### src/llts_pkg.sv
`default_nettype none
// Shared constants for the late-launch trust sequencer
package llts_pkg;
    // Number of inter-node links and mailbox sets per link
    localparam int          LLTS_LINKS       = 3;
    localparam int          LLTS_MBOX_SETS   = 4;
    localparam int          LLTS_SECURE_SET  = 0;
    localparam int          LLTS_MBOX_W      = 32;
    // Units and chips watched by the sequencer
    localparam int          LLTS_CORES       = 4;
    localparam int          LLTS_IO_UNITS    = 5;
    localparam int          LLTS_CHIPS       = 4;
    localparam int          LLTS_ADDR_W      = 16;
    // Reset values
    localparam logic [31:0] LLTS_MBOX_RST    = 32'h0000_0000;
    localparam logic [15:0] LLTS_ADDR_RST    = 16'h0000;
    // Fetch-address table value for late launch (arbitrary default)
    localparam logic [15:0] LLTS_ENTRY_ADDR  = 16'h0100;
    localparam logic [15:0] LLTS_VERIFY_ADDR = 16'h0200;
    // Scan settle cycles: 80 ns at 125 MHz
    localparam logic [7:0]  LLTS_SCAN_CNT    = 8'h0A;
endpackage
`default_nettype wire

### src/llts_top.sv
`default_nettype none
// Function
// Four mailbox sets per link, one secure
// Lock refuses secure mailbox reads
// Lock bit is sticky against host writes
// Firmware: train, exchange, lock, then valid
// TPM reached only on private I2C
// Primary or secondary trigger starts sequence
// Trigger rise clears quiesced and grant
// Refresh code, then branch to entry
// All cores must report deep sleep
// Controller clocks stopped before halt requests
// Halt requests held until payload clears
// Units stay quiet while halt requested
// Check unit halts, recheck cores
// Exactly one primary else checkstop
// Set chip-quiesced flag when verified
// Wait for every peer quiesced flag
// Then set high-locality grant
// Secondary chip clears trigger, exits
// Primary clears trigger, scans, loads, starts
// Start begins verification at launch entry
// Firmware quiesces everything before triggering
// Host cannot write quiesced or grant
// Keep polling unmet quiescence conditions
module llts_top
    import llts_pkg::*;
(
    input  wire logic                        core_clk_in,
    input  wire logic                        reset_n_in,
    // Link mailbox access
    input  wire logic [LLTS_LINKS-1:0]       mbox_wr_en_in,
    input  wire logic [LLTS_LINKS-1:0]       mbox_rd_en_in,
    input  wire logic [1:0]                  mbox_sel_in,
    input  wire logic [LLTS_MBOX_W-1:0]      mbox_wdata_in,
    output logic      [LLTS_MBOX_W-1:0]      mbox_rdata_out,
    output logic                             mbox_rd_refused_out,
    // Security register bits from host
    input  wire logic                        lock_set_in,
    input  wire logic                        prim_trig_set_in,
    input  wire logic                        sec_trig_set_in,
    input  wire logic                        link_io_valid_set_in,
    output logic                             lock_out,
    output logic                             link_io_valid_out,
    output logic                             prim_trig_out,
    output logic                             sec_trig_out,
    output logic                             chip_quiesced_out,
    output logic                             locality_grant_out,
    // Chip status, asynchronous
    input  wire logic [LLTS_CORES-1:0]       core_sleep_in,
    input  wire logic                        pmc_clk_stopped_in,
    input  wire logic [LLTS_IO_UNITS-1:0]    unit_halted_in,
    input  wire logic [LLTS_CHIPS-1:0]       peer_prim_in,
    input  wire logic [LLTS_CHIPS-1:0]       peer_sec_in,
    input  wire logic [LLTS_CHIPS-1:0]       peer_quiesced_in,
    input  wire logic                        halt_release_in,
    // Boot engine memory refresh
    output logic                             code_refresh_req_out,
    input  wire logic                        code_refresh_done_in,
    // Control towards units and core
    output logic      [LLTS_IO_UNITS-1:0]    halt_req_out,
    output logic                             checkstop_out,
    output logic      [LLTS_ADDR_W-1:0]      engine_pc_out,
    output logic                             scan_core_out,
    output logic                             verify_load_out,
    output logic      [LLTS_ADDR_W-1:0]      next_fetch_address_out,
    output logic                             core_start_out,
    output logic                             seq_busy_out
);
    ////////////////////////////////////////////////////////////////////////
    // Declarations
    typedef enum logic [3:0] {
        S_IDLE, S_REFRESH, S_CORES, S_PMC, S_HALT, S_UNITS,
        S_CHECK, S_QUIESCED, S_PEERS, S_GRANT, S_SCAN, S_LOAD,
        S_START, S_STOP
    } llts_state_type;

    llts_state_type           state_r;   // Sequencer state
    logic [7:0]               wait_r;    // Scan settle counter
    logic [LLTS_CORES-1:0]    core_s;    // Synchronised core sleep
    logic                     pmc_s;     // Synchronised clock stop
    logic [LLTS_IO_UNITS-1:0] unit_s;    // Synchronised halted flags
    logic [LLTS_CHIPS-1:0]    pprim_s;   // Peer primary triggers
    logic [LLTS_CHIPS-1:0]    psec_s;    // Peer secondary triggers
    logic [LLTS_CHIPS-1:0]    pquie_s;   // Peer quiesced flags
    logic                     rel_s;     // Halt release from payload
    logic                     refr_s;    // Refresh complete
    logic                     trig_any;  // Either trigger held
    logic                     trig_d_r;  // Trigger level, last cycle
    logic                     trig_rise; // Trigger rising edge
    logic                     roles_ok;  // Exactly one primary; each chip primary xor secondary
    logic [LLTS_MBOX_W-1:0]   rdata  [LLTS_LINKS];
    logic [LLTS_LINKS-1:0]    refused;
    logic [2:0]               prim_cnt;  // Primaries across chips

    ////////////////////////////////////////////////////////////////////////
    // Input synchronisers
    llts_sync #(.W(LLTS_CORES + 1 + LLTS_IO_UNITS + 2)) u_sync_a (
        .core_clk_in (core_clk_in),
        .reset_n_in  (reset_n_in),
        .async_in    ({core_sleep_in, pmc_clk_stopped_in, unit_halted_in,
                       halt_release_in, code_refresh_done_in}),
        .sync_out    ({core_s, pmc_s, unit_s, rel_s, refr_s})
    );

    llts_sync #(.W(3 * LLTS_CHIPS)) u_sync_b (
        .core_clk_in (core_clk_in),
        .reset_n_in  (reset_n_in),
        .async_in    ({peer_prim_in, peer_sec_in, peer_quiesced_in}),
        .sync_out    ({pprim_s, psec_s, pquie_s})
    );

    ////////////////////////////////////////////////////////////////////////
    // Mailboxes, one instance per link
    for (genvar g = 0; g < LLTS_LINKS; g++) begin : g_link
        llts_mailbox u_mbox (
            .core_clk_in    (core_clk_in),
            .reset_n_in     (reset_n_in),
            .wr_en_in       (mbox_wr_en_in[g]),
            .rd_en_in       (mbox_rd_en_in[g]),
            .sel_in         (mbox_sel_in),
            .wdata_in       (mbox_wdata_in),
            .lock_in        (lock_out),
            .rdata_out      (rdata[g]),
            .rd_refused_out (refused[g])
        );
    end

    // Merge link read data; only one link is read at a time
    always_ff @(posedge core_clk_in or negedge reset_n_in) begin
        if (!reset_n_in) begin
            mbox_rdata_out      <= LLTS_MBOX_RST;
            mbox_rd_refused_out <= 1'b0;
        end else begin
            mbox_rdata_out      <= rdata[0] | rdata[1] | rdata[2];
            mbox_rd_refused_out <= |refused;
        end
    end

    ////////////////////////////////////////////////////////////////////////
    // Channel lock and link valid; neither has any clear path
    always_ff @(posedge core_clk_in or negedge reset_n_in) begin
        if (!reset_n_in) begin
            lock_out <= 1'b0;
        end else if (lock_set_in) begin
            lock_out <= 1'b1;
        end
    end

    // Valid only accepted once the channel is locked, guarding order
    always_ff @(posedge core_clk_in or negedge reset_n_in) begin
        if (!reset_n_in) begin
            link_io_valid_out <= 1'b0;
        end else if (link_io_valid_set_in && lock_out) begin
            link_io_valid_out <= 1'b1;
        end
    end

    ////////////////////////////////////////////////////////////////////////
    // Launch trigger bits; host sets, sequencer clears
    always_ff @(posedge core_clk_in or negedge reset_n_in) begin
        if (!reset_n_in) begin
            prim_trig_out <= 1'b0;
            sec_trig_out  <= 1'b0;
        end else if (prim_trig_set_in || sec_trig_set_in) begin
            // Host set wins over a same-cycle sequencer clear
            prim_trig_out <= prim_trig_out | prim_trig_set_in;
            sec_trig_out  <= sec_trig_out | sec_trig_set_in;
        end else if (state_r == S_GRANT) begin
            prim_trig_out <= 1'b0;
            sec_trig_out  <= 1'b0;
        end
    end

    assign trig_any  = prim_trig_out | sec_trig_out;
    assign trig_rise = trig_any & ~trig_d_r;

    // Edge detector on the trigger level
    always_ff @(posedge core_clk_in or negedge reset_n_in) begin
        if (!reset_n_in) begin
            trig_d_r <= 1'b0;
        end else begin
            trig_d_r <= trig_any;
        end
    end

    ////////////////////////////////////////////////////////////////////////
    // Role check across chips (local chip included in peer vectors)
    always_comb begin
        prim_cnt = '0;
        for (int i = 0; i < LLTS_CHIPS; i++) begin
            prim_cnt = prim_cnt + 3'(pprim_s[i]);
        end
    end

    assign roles_ok = (prim_cnt == 3'h1) && (&(pprim_s ^ psec_s));

    ////////////////////////////////////////////////////////////////////////
    // Sequencer state machine; each wait state polls until satisfied
    always_ff @(posedge core_clk_in or negedge reset_n_in) begin
        if (!reset_n_in) begin
            state_r <= S_IDLE;
        end else begin
            unique case (state_r)
                S_IDLE: begin
                    if (trig_rise) begin
                        state_r <= S_REFRESH;
                    end
                end
                S_REFRESH: begin
                    if (refr_s) begin
                        state_r <= S_CORES;
                    end
                end
                S_CORES: begin
                    if (&core_s) begin
                        state_r <= S_PMC;
                    end
                end
                S_PMC: begin
                    if (pmc_s) begin
                        state_r <= S_HALT;
                    end
                end
                S_HALT:     state_r <= S_UNITS;
                S_UNITS: begin
                    if ((&unit_s) && (&core_s)) begin
                        state_r <= S_CHECK;
                    end
                end
                S_CHECK:    state_r <= roles_ok ? S_QUIESCED : S_STOP;
                S_QUIESCED: state_r <= S_PEERS;
                S_PEERS: begin
                    if (&pquie_s) begin
                        state_r <= S_GRANT;
                    end
                end
                S_GRANT: begin
                    // Secondary chips leave here; primary goes on
                    state_r <= prim_trig_out ? S_SCAN : S_IDLE;
                end
                S_SCAN: begin
                    if (wait_r == 8'h00) begin
                        state_r <= S_LOAD;
                    end
                end
                S_LOAD: begin
                    if (refr_s) begin
                        state_r <= S_START;
                    end
                end
                S_START:    state_r <= S_IDLE;
                S_STOP:     state_r <= S_STOP; // Held until chip reset
                default:    state_r <= S_STOP;
            endcase
        end
    end

    // Scan settle counter, loaded at grant
    always_ff @(posedge core_clk_in or negedge reset_n_in) begin
        if (!reset_n_in) begin
            wait_r <= 8'h00;
        end else if (state_r == S_GRANT) begin
            wait_r <= LLTS_SCAN_CNT - 8'h01; // Zero counts as a cycle
        end else if (state_r == S_SCAN && wait_r != 8'h00) begin
            wait_r <= wait_r - 8'h01;
        end
    end

    ////////////////////////////////////////////////////////////////////////
    // Sequencer-owned security bits; a host input reaches them only through a trigger rise, which clears both
    always_ff @(posedge core_clk_in or negedge reset_n_in) begin
        if (!reset_n_in) begin
            chip_quiesced_out  <= 1'b0;
            locality_grant_out <= 1'b0;
        end else if (trig_rise) begin
            chip_quiesced_out  <= 1'b0;
            locality_grant_out <= 1'b0;
        end else if (state_r == S_QUIESCED) begin
            chip_quiesced_out  <= 1'b1;
        end else if (state_r == S_GRANT) begin
            locality_grant_out <= 1'b1;
        end
    end

    // Halt requests; released only by the authenticated payload
    always_ff @(posedge core_clk_in or negedge reset_n_in) begin
        if (!reset_n_in) begin
            halt_req_out <= '0;
        end else if (state_r == S_HALT) begin
            halt_req_out <= '1;
        end else if (rel_s) begin
            halt_req_out <= '0;
        end
    end

    // Checkstop is final until reset
    always_ff @(posedge core_clk_in or negedge reset_n_in) begin
        if (!reset_n_in) begin
            checkstop_out <= 1'b0;
        end else if (state_r == S_STOP) begin
            checkstop_out <= 1'b1;
        end
    end

    // Code refresh request and engine branch address
    always_ff @(posedge core_clk_in or negedge reset_n_in) begin
        if (!reset_n_in) begin
            code_refresh_req_out <= 1'b0;
            engine_pc_out        <= LLTS_ADDR_RST;
        end else begin
            code_refresh_req_out <= (state_r == S_REFRESH) ||
                                    (state_r == S_LOAD);
            if (state_r == S_REFRESH && refr_s) begin
                engine_pc_out <= LLTS_ENTRY_ADDR;
            end
        end
    end

    // Core restart outputs of the initiating chip
    always_ff @(posedge core_clk_in or negedge reset_n_in) begin
        if (!reset_n_in) begin
            scan_core_out          <= 1'b0;
            verify_load_out        <= 1'b0;
            next_fetch_address_out <= LLTS_ADDR_RST;
            core_start_out         <= 1'b0;
        end else begin
            scan_core_out   <= (state_r == S_SCAN);
            verify_load_out <= (state_r == S_LOAD);
            core_start_out  <= (state_r == S_START);
            if (state_r == S_LOAD) begin
                next_fetch_address_out <= LLTS_VERIFY_ADDR;
            end
        end
    end

    // Busy flag for host visibility
    always_ff @(posedge core_clk_in or negedge reset_n_in) begin
        if (!reset_n_in) begin
            seq_busy_out <= 1'b0;
        end else begin
            seq_busy_out <= (state_r != S_IDLE);
        end
    end

    // Private TPM I2C lies outside; no port goes to the service processor
endmodule
`default_nettype wire

### src/llts_sync.sv
`default_nettype none
// Two-flop synchroniser for a bus of asynchronous levels
module llts_sync #(
    parameter int W = 1
) (
    input  wire logic         core_clk_in,
    input  wire logic         reset_n_in,
    input  wire logic [W-1:0] async_in,
    output logic      [W-1:0] sync_out
);
    logic [W-1:0] meta_r;   // First stage, read only by the second stage

    // Both stages clear on reset
    always_ff @(posedge core_clk_in or negedge reset_n_in) begin
        if (!reset_n_in) begin
            meta_r   <= '0;
            sync_out <= '0;
        end else begin
            meta_r   <= async_in;
            sync_out <= meta_r;
        end
    end
endmodule
`default_nettype wire

### src/llts_mailbox.sv
`default_nettype none
// Mailbox register sets of one inter-node link
module llts_mailbox
    import llts_pkg::*;
(
    input  wire logic                      core_clk_in,
    input  wire logic                      reset_n_in,
    input  wire logic                      wr_en_in,
    input  wire logic                      rd_en_in,
    input  wire logic [1:0]                sel_in,
    input  wire logic [LLTS_MBOX_W-1:0]    wdata_in,
    input  wire logic                      lock_in,
    output logic      [LLTS_MBOX_W-1:0]    rdata_out,
    output logic                           rd_refused_out
);
    logic [LLTS_MBOX_W-1:0] mbox_r [LLTS_MBOX_SETS];  // Four sets per link
    logic                   secure_sel;

    // Set zero carries nonces; the other three are general use
    assign secure_sel = (sel_in == 2'(LLTS_SECURE_SET));

    // Writes always land; only reads of the secure set are guarded
    always_ff @(posedge core_clk_in or negedge reset_n_in) begin
        if (!reset_n_in) begin
            for (int i = 0; i < LLTS_MBOX_SETS; i++) begin
                mbox_r[i] <= LLTS_MBOX_RST;
            end
        end else if (wr_en_in) begin
            mbox_r[sel_in] <= wdata_in;
        end
    end

    // Refused read returns zero so no nonce leaks after lock
    always_ff @(posedge core_clk_in or negedge reset_n_in) begin
        if (!reset_n_in) begin
            rdata_out      <= LLTS_MBOX_RST;
            rd_refused_out <= 1'b0;
        end else begin
            rd_refused_out <= rd_en_in && secure_sel && lock_in;
            rdata_out      <= (rd_en_in && !(secure_sel && lock_in)) ?
                              mbox_r[sel_in] : LLTS_MBOX_RST;
        end
    end
endmodule
`default_nettype wire

### config.mk
export PLATFORM = sky130hd
export DESIGN_NAME = llts_top
export DESIGN_NICKNAME = d
export VERILOG_FILES = /design/src/llts_pkg.sv /design/src/llts_top.sv /design/src/llts_sync.sv /design/src/llts_mailbox.sv
export SDC_FILE = /design/constraint.sdc
export NUM_CORES = 1
export LEC_CHECK = 0
export BUFFER_PORTS_ARGS = -buffer_cell sky130_fd_sc_hd__buf_2
export CAP_MARGIN = 20
export CORE_MARGIN = 2
export CORE_UTILIZATION = 35
export CTS_BUF_LIST = sky130_fd_sc_hd__clkbuf_4 sky130_fd_sc_hd__clkbuf_8 sky130_fd_sc_hd__clkbuf_16
export DETAILED_ROUTE_END_ITERATION = 16
export HOLD_SLACK_MARGIN = 0.08
export PLACE_DENSITY_LB_ADDON = 0.12
export RECOVER_POWER = 50
export SYNTH_ARGS = -nofsm -noshare
export SYNTH_HDL_FRONTEND = slang
export SYNTH_SLANG_ARGS = --single-unit
### constraint.sdc
create_clock -name core_clk_in -period 3.14 [get_ports core_clk_in]
set_input_delay 0.785 -clock core_clk_in [delete_from_list [all_inputs] [get_ports core_clk_in]]
set_output_delay 0.785 -clock core_clk_in [all_outputs]
set_load 0.02 [all_outputs]
Word-level counts from Yosys, hierarchy flattened
Index checks and enable logic that the tools add are counted.

Flip-flop bits (word level): 596.

Add/sub/neg operators: 4. Reduce and logical (&&, ||, !) cells: 36. Magnitude comparators: 2. Equal/unequal tests: 23. Multiplexer cells: 40. Bitwise operators: 9.

Operator list (count): 128-bit bitwise mux (3); 32-bit 2-to-1 mux (10); 32-bit binary-select mux with 2-bit select (3); 32-bit demux with 2-bit select (1); 32-bit bitwise OR (2); 4-bit one-hot mux with 13 select lines (1); 4-bit 2-to-1 mux (10); 4-bit == test, second input constant (6); 4-bit by 3-bit == test with 1-bit output, second input constant (4); 1-bit logical AND (16); 8-bit 2-to-1 mux (2); 2-bit != test, second input constant (6); 4-bit AND reduction (3); 5-bit 2-to-1 mux (2); 2-bit nonzero test (5); 4-bit by 2-bit == test with 1-bit output, second input constant (2); 8-bit logical NOT (1); 1-bit 2-to-1 mux (8); 8-bit AND reduction (1); 8-bit nonzero test (1); 8-bit by 1-bit subtractor with 8-bit output, second input constant (1); 2-bit by 1-bit != test with 1-bit output, second input constant (3); 5-bit AND reduction (1); 4-bit by 1-bit == test with 1-bit output, second input constant (1); 18 further kinds (21).

Logic depth before layout (Yosys ltp)
Depth after elaboration: 7. Mapped depth: 9. Mapped depth without buffers: 9.

Hierarchy
Synthesis repeated with hierarchy kept, for this count alone.

Cell total of the unflattened synthesis: 1446. Area, all modules: 24408.4 sq um.

Modules (own cells, without submodules): llts_mailbox (area an instance 6822.8 sq um, times used 3, sequential area each 4028.9 sq um, cells an instance 386); llts_top (area an instance 2738.9 sq um, times used 1, sequential area each 1526.5 sq um, cells an instance 240); llts_sync (area an instance 600.6 sq um, times used 2, sequential area each 600.6 sq um, cells an instance 24).

Worst setup path after synthesis
No wires, ideal clock.

Path type: flip-flop to flip-flop. From: register u_sync_b.sync_out[8]. To: register state_r[1]. Data arrival time: 2173 ps. Data required time: 3074 ps. Path slack: 900 ps. Stages on the path, launching flop included: 10. Period minus slack after synthesis: 2240 ps. Buffers on the path: 0. Cells stage by stage: dfrtp_1 inv_1 fa_1 inv_1 ha_1 ha_1 nor4b_1 nand4_1 o41ai_1 mux2_1.

Cells in the longest elaborated chain, start to end: 7. Elaborated cells on any way between the ends: 9. Classes of those cells: add/sub: 3; eq/ne: 1; mux: 2; bitwise: 1; reduce/logical: 2.

Ends and longest elaborated chain: start, declared (RTL line llts_sync.sv:9) `output logic [W-1:0] sync_out`; start signal, assigned (RTL line llts_sync.sv:20) `sync_out <= meta_r;`; 1-bit by 1-bit adder with 2-bit output (RTL line llts_top.sv:192) `prim_cnt = prim_cnt + 3'(pprim_s[i]);`; 2-bit by 1-bit adder with 3-bit output (RTL line llts_top.sv:192); 3-bit by 1-bit adder with 3-bit output (RTL line llts_top.sv:192); 3-bit by 1-bit == test with 1-bit output (RTL line llts_top.sv:196) `assign roles_ok = (prim_cnt == 3'h1) && (&(pprim_s ^ psec_s));`; 1-bit logical AND * (RTL line llts_top.sv:196); 4-bit 2-to-1 mux * (RTL line llts_top.sv:231) `S_CHECK: state_r <= roles_ok ? S_QUIESCED : S_STOP;`; 4-bit one-hot mux with 13 select lines * (RTL line llts_top.sv:204) `unique case (state_r)`; end signal, assigned (RTL line llts_top.sv:231); end signal, assigned (RTL line llts_top.sv:240) `state_r <= prim_trig_out ? S_SCAN : S_IDLE;`; end, declared (RTL line llts_top.sv:78) `llts_state_type state_r;`.

Mark *: on every way between the ends. The rest lies on a longest branch, timed or not. A chain may end at the register's enable or synchronous reset.

==> flow_summary.yaml <==
status:
  status: "complete, but fails checks"
  violations: "capacitance limit, slew limit"
logic_synthesis:
  synth-xor-area-share_pct: 0.369
  async_flop_share_pct: 100
  yosys_warnings: 0
  synth_cells: 1483
  syn_avg_cell_area_um2: 16.0
  synth_compound_area_share_pct: 0.986
  synthMuxAreaShare_pct: 27.4
  synth_top_family_by_area: "multiplexers"
  yosys.area_share.simple_pct: 5.06
  synth-adder-area-share_pct: 0.295
  yosysSeqAreaShare_pct: 62.4
  synth-seq-cells: 592
  synth_ff_type: "dfrtp_1"
  synth_cell_types: 53
  synth_area_um2: 23700
  synth-edff-count: 0
power_and_ir_drop:
  power.density_nw_per_um2: 752
  p_leak_nw: 12.5
  internal_power_mw: 15.7
  power_frac_seq_pct: 46.1
  netSwitchingFraction_pct: 25.2
  p_sw_mw: 5.29
  pwr-share-clk_pct: 40.0
  vdd_drop_max_uv: 307
  power_frac_comb_pct: 14.0
timing:
  fin_skew_ns: 0.0229
  rsz0062_at_grt: "false"
  max_slew_margin_pct: -12.1
  finalMaxSlewViolations: 51
  setup_viol: 0
  period_share_pct: 81.3
  hold_violations: 0
  fmax_mhz: 392
  tns_ns: 0
  whs_ns: 0.296
  tightest_slew_ns: 1.68
  period_minus_slack_ns: 2.55
route:
  avgRoutedWirePerCell_um: 22.1
  via_per_inst: 5.01
  postRouteAntennaNets: 0
  vias: 12700
  drt_iter0_drc: 641
  drt_drc_violations_left: 0
  drt_first_pass_iters: 4
  wl_um: 56200
clock_network:
  cts-root-buf: "clkbuf_16"
  clk_latency_ns: 0.59
  numCtsBuffers: 68
  clkSinkCount: 592
  clockBufferDepth: 3
  htreeDepth: 3
  cts_setup_buffers: 0
  cts_tree: "built"
  post_cts_resized: 0
  cts_hold_buf: 0
  clkTransAtPathRegs_ns: 0.06
final_layout:
  final_common_cell: "dfrtp_1"
  final_layout_size_suffix_gt1_share_pct: 24.8
  layout_common_cells: "dfrtp_1 (592), mux2_1 (385), buf_2 (117)"
  fillers: 6111
  fin_cells: 2540
  nNetsFinal: 1688
  area_growth_pct: 17.4
floorplan:
  io-pin-count: 152
  fp.coreArea_um2: 67200
  dieArea_um2: 69900
  start_util_pct: 35.3
  rows: 95
  die_w_um: 264
  die_h_um: 264
global_routing:
  first_global_vias: 13900
  antenna_found_initial: 7
  grt_pass1_wl_um: 88400
  grt_max_degree: 57
  grt_usage_pct: 16.7
  overflow: 0
hold_path:
  hold_path_class: "in -> reg"
  hold_start: "code_refresh_done_in"
  hold_depth: 1
setup_path:
  r2r-start: "u_sync_b.sync_out[8]"
  worst-r2r-cell-count: 9
  cp-end-kind: "asynchronous set/reset pin"
  crit_start: "reset_n_in"
  critPathRequiredTime_ns: 3.87
  worstPathArrival_ns: 3.28
  cp_max_fo: 56
  start_kind: "input pin"
  worstSetupPathType: "in -> async"
placement:
  port_buffers: 121
  place.gp.congestion: 0.694
  dpl.hpwl_um: 33100
  dp_cells: 2416
job:
  cap_violations: 1
per-layer routing:
layer | vias up | part of all wire [%] | track usage (%)
met1 | 6879 | 47 | 24.0
met5 | - | 0.055 | 0
met4 | 6 | 1.7 | 4.47
li1 | 5551 | - | -
met2 | 200 | 47 | 26.1
met3 | 80 | 4.3 | 3.07
power groups by stage:
| stage | Combinational [mW] | Clock (mW) | Sequential [mW] |
|---|---|---|---|
| 2_1_floorplan | 2.02 | 0 | 9.72 |
| 3_3_place_gp | 2.96 | 0 | 9.76 |
| 5_1_grt | 3.25 | 8.98 | 9.83 |
| 3_5_place_dp | 3.01 | 0 | 9.80 |
| 4_1_cts | 3.02 | 8.65 | 9.67 |
| 6_report | 2.92 | 8.37 | 9.66 |
synth_stat cells (4+ instances only):
master	count	share of area [%]
dfrtp_1	592	62
mux2_1	385	18
and3_1	100	2.6
mux4_2	96	9.1
clkbuf_1	60	0.95
buf_2	51	1.1
buf_4	35	1.1
or3_1	34	0.90
nor2_1	15	0.24
inv_1	14	0.22
nand2_1	14	0.22
xor2_1	7	0.26
o21ai_0	6	0.13
nor3_1	5	0.11
and2_1	4	0.11
buf_1	4	0.063
ha_1	4	0.21
nand2b_1	4	0.11
nand3_1	4	0.084
nand4_1	4	0.11
final timing paths:
path	endpoint	slack, ns
setup reg to reg	state_r[1]	0.61
setup / recovery	g_link[1].u_mbox.mbox_r[58]	0.59
hold reg to reg	u_sync_a.sync_out[10]	0.35
hold / removal	u_sync_a.meta_r[0]	0.30
min in group asynchronous	u_sync_b.sync_out[4]	0.64
max in group core_clk_in	state_r[1]	0.61
area by class of cell:
class	count	area, um^2	area share, %
inverters	15	56.3	0.202
flip-flops and latches	592	14800	53.2
clock inverters	23	330	1.19
clock buffers	100	2090	7.49
multi-input cells	755	8250	29.6
well taps	873	1090	3.92
repair buffers	181	1240	4.44
diodes	1	2.50	0.00898
through the flow:
stage	util (%)	setup slack, ns	area [um^2]	total power, mW
2_1_floorplan	-	0.900	23800	11.7
3_3_place_gp	38.1	0.585	25600	12.7
3_5_place_dp	38.1	0.570	25600	12.8
4_1_cts	41.7	0.570	28000	21.3
5_1_grt	41.5	0.226	27900	22.1
6_report	41.5	0.587	27900	21.0
critical path: stages:
cell and delay, ns:
clkbuf_2 1.19, clkbuf_2 0.80, clkbuf_2 0.45
sequential cells by signal (all words and copies together), names as in the netlist, 3 cells and up:
register / count
g_link.u_mbox.mbox_r: 384
g_link.u_mbox.rd_refused_out: 3
g_link.u_mbox.rdata_out: 96
mbox_rdata_out: 32
state_r: 4
u_sync_a.meta_r: 12
u_sync_a.sync_out: 12
u_sync_b.meta_r: 12
u_sync_b.sync_out: 12
wait_r: 8
cells by family after synthesis:
kind of cell | Yosys count
xor gates and xnor gates | 10
other | 1
muxes | 482
and+or+nand+nor | 198
buffers and inverters | 165
AOI/OAI and AO/OA | 30
adders and majority gates | 5
DFF | 592
No activity file was read; power rests on OpenSTA's default activity.
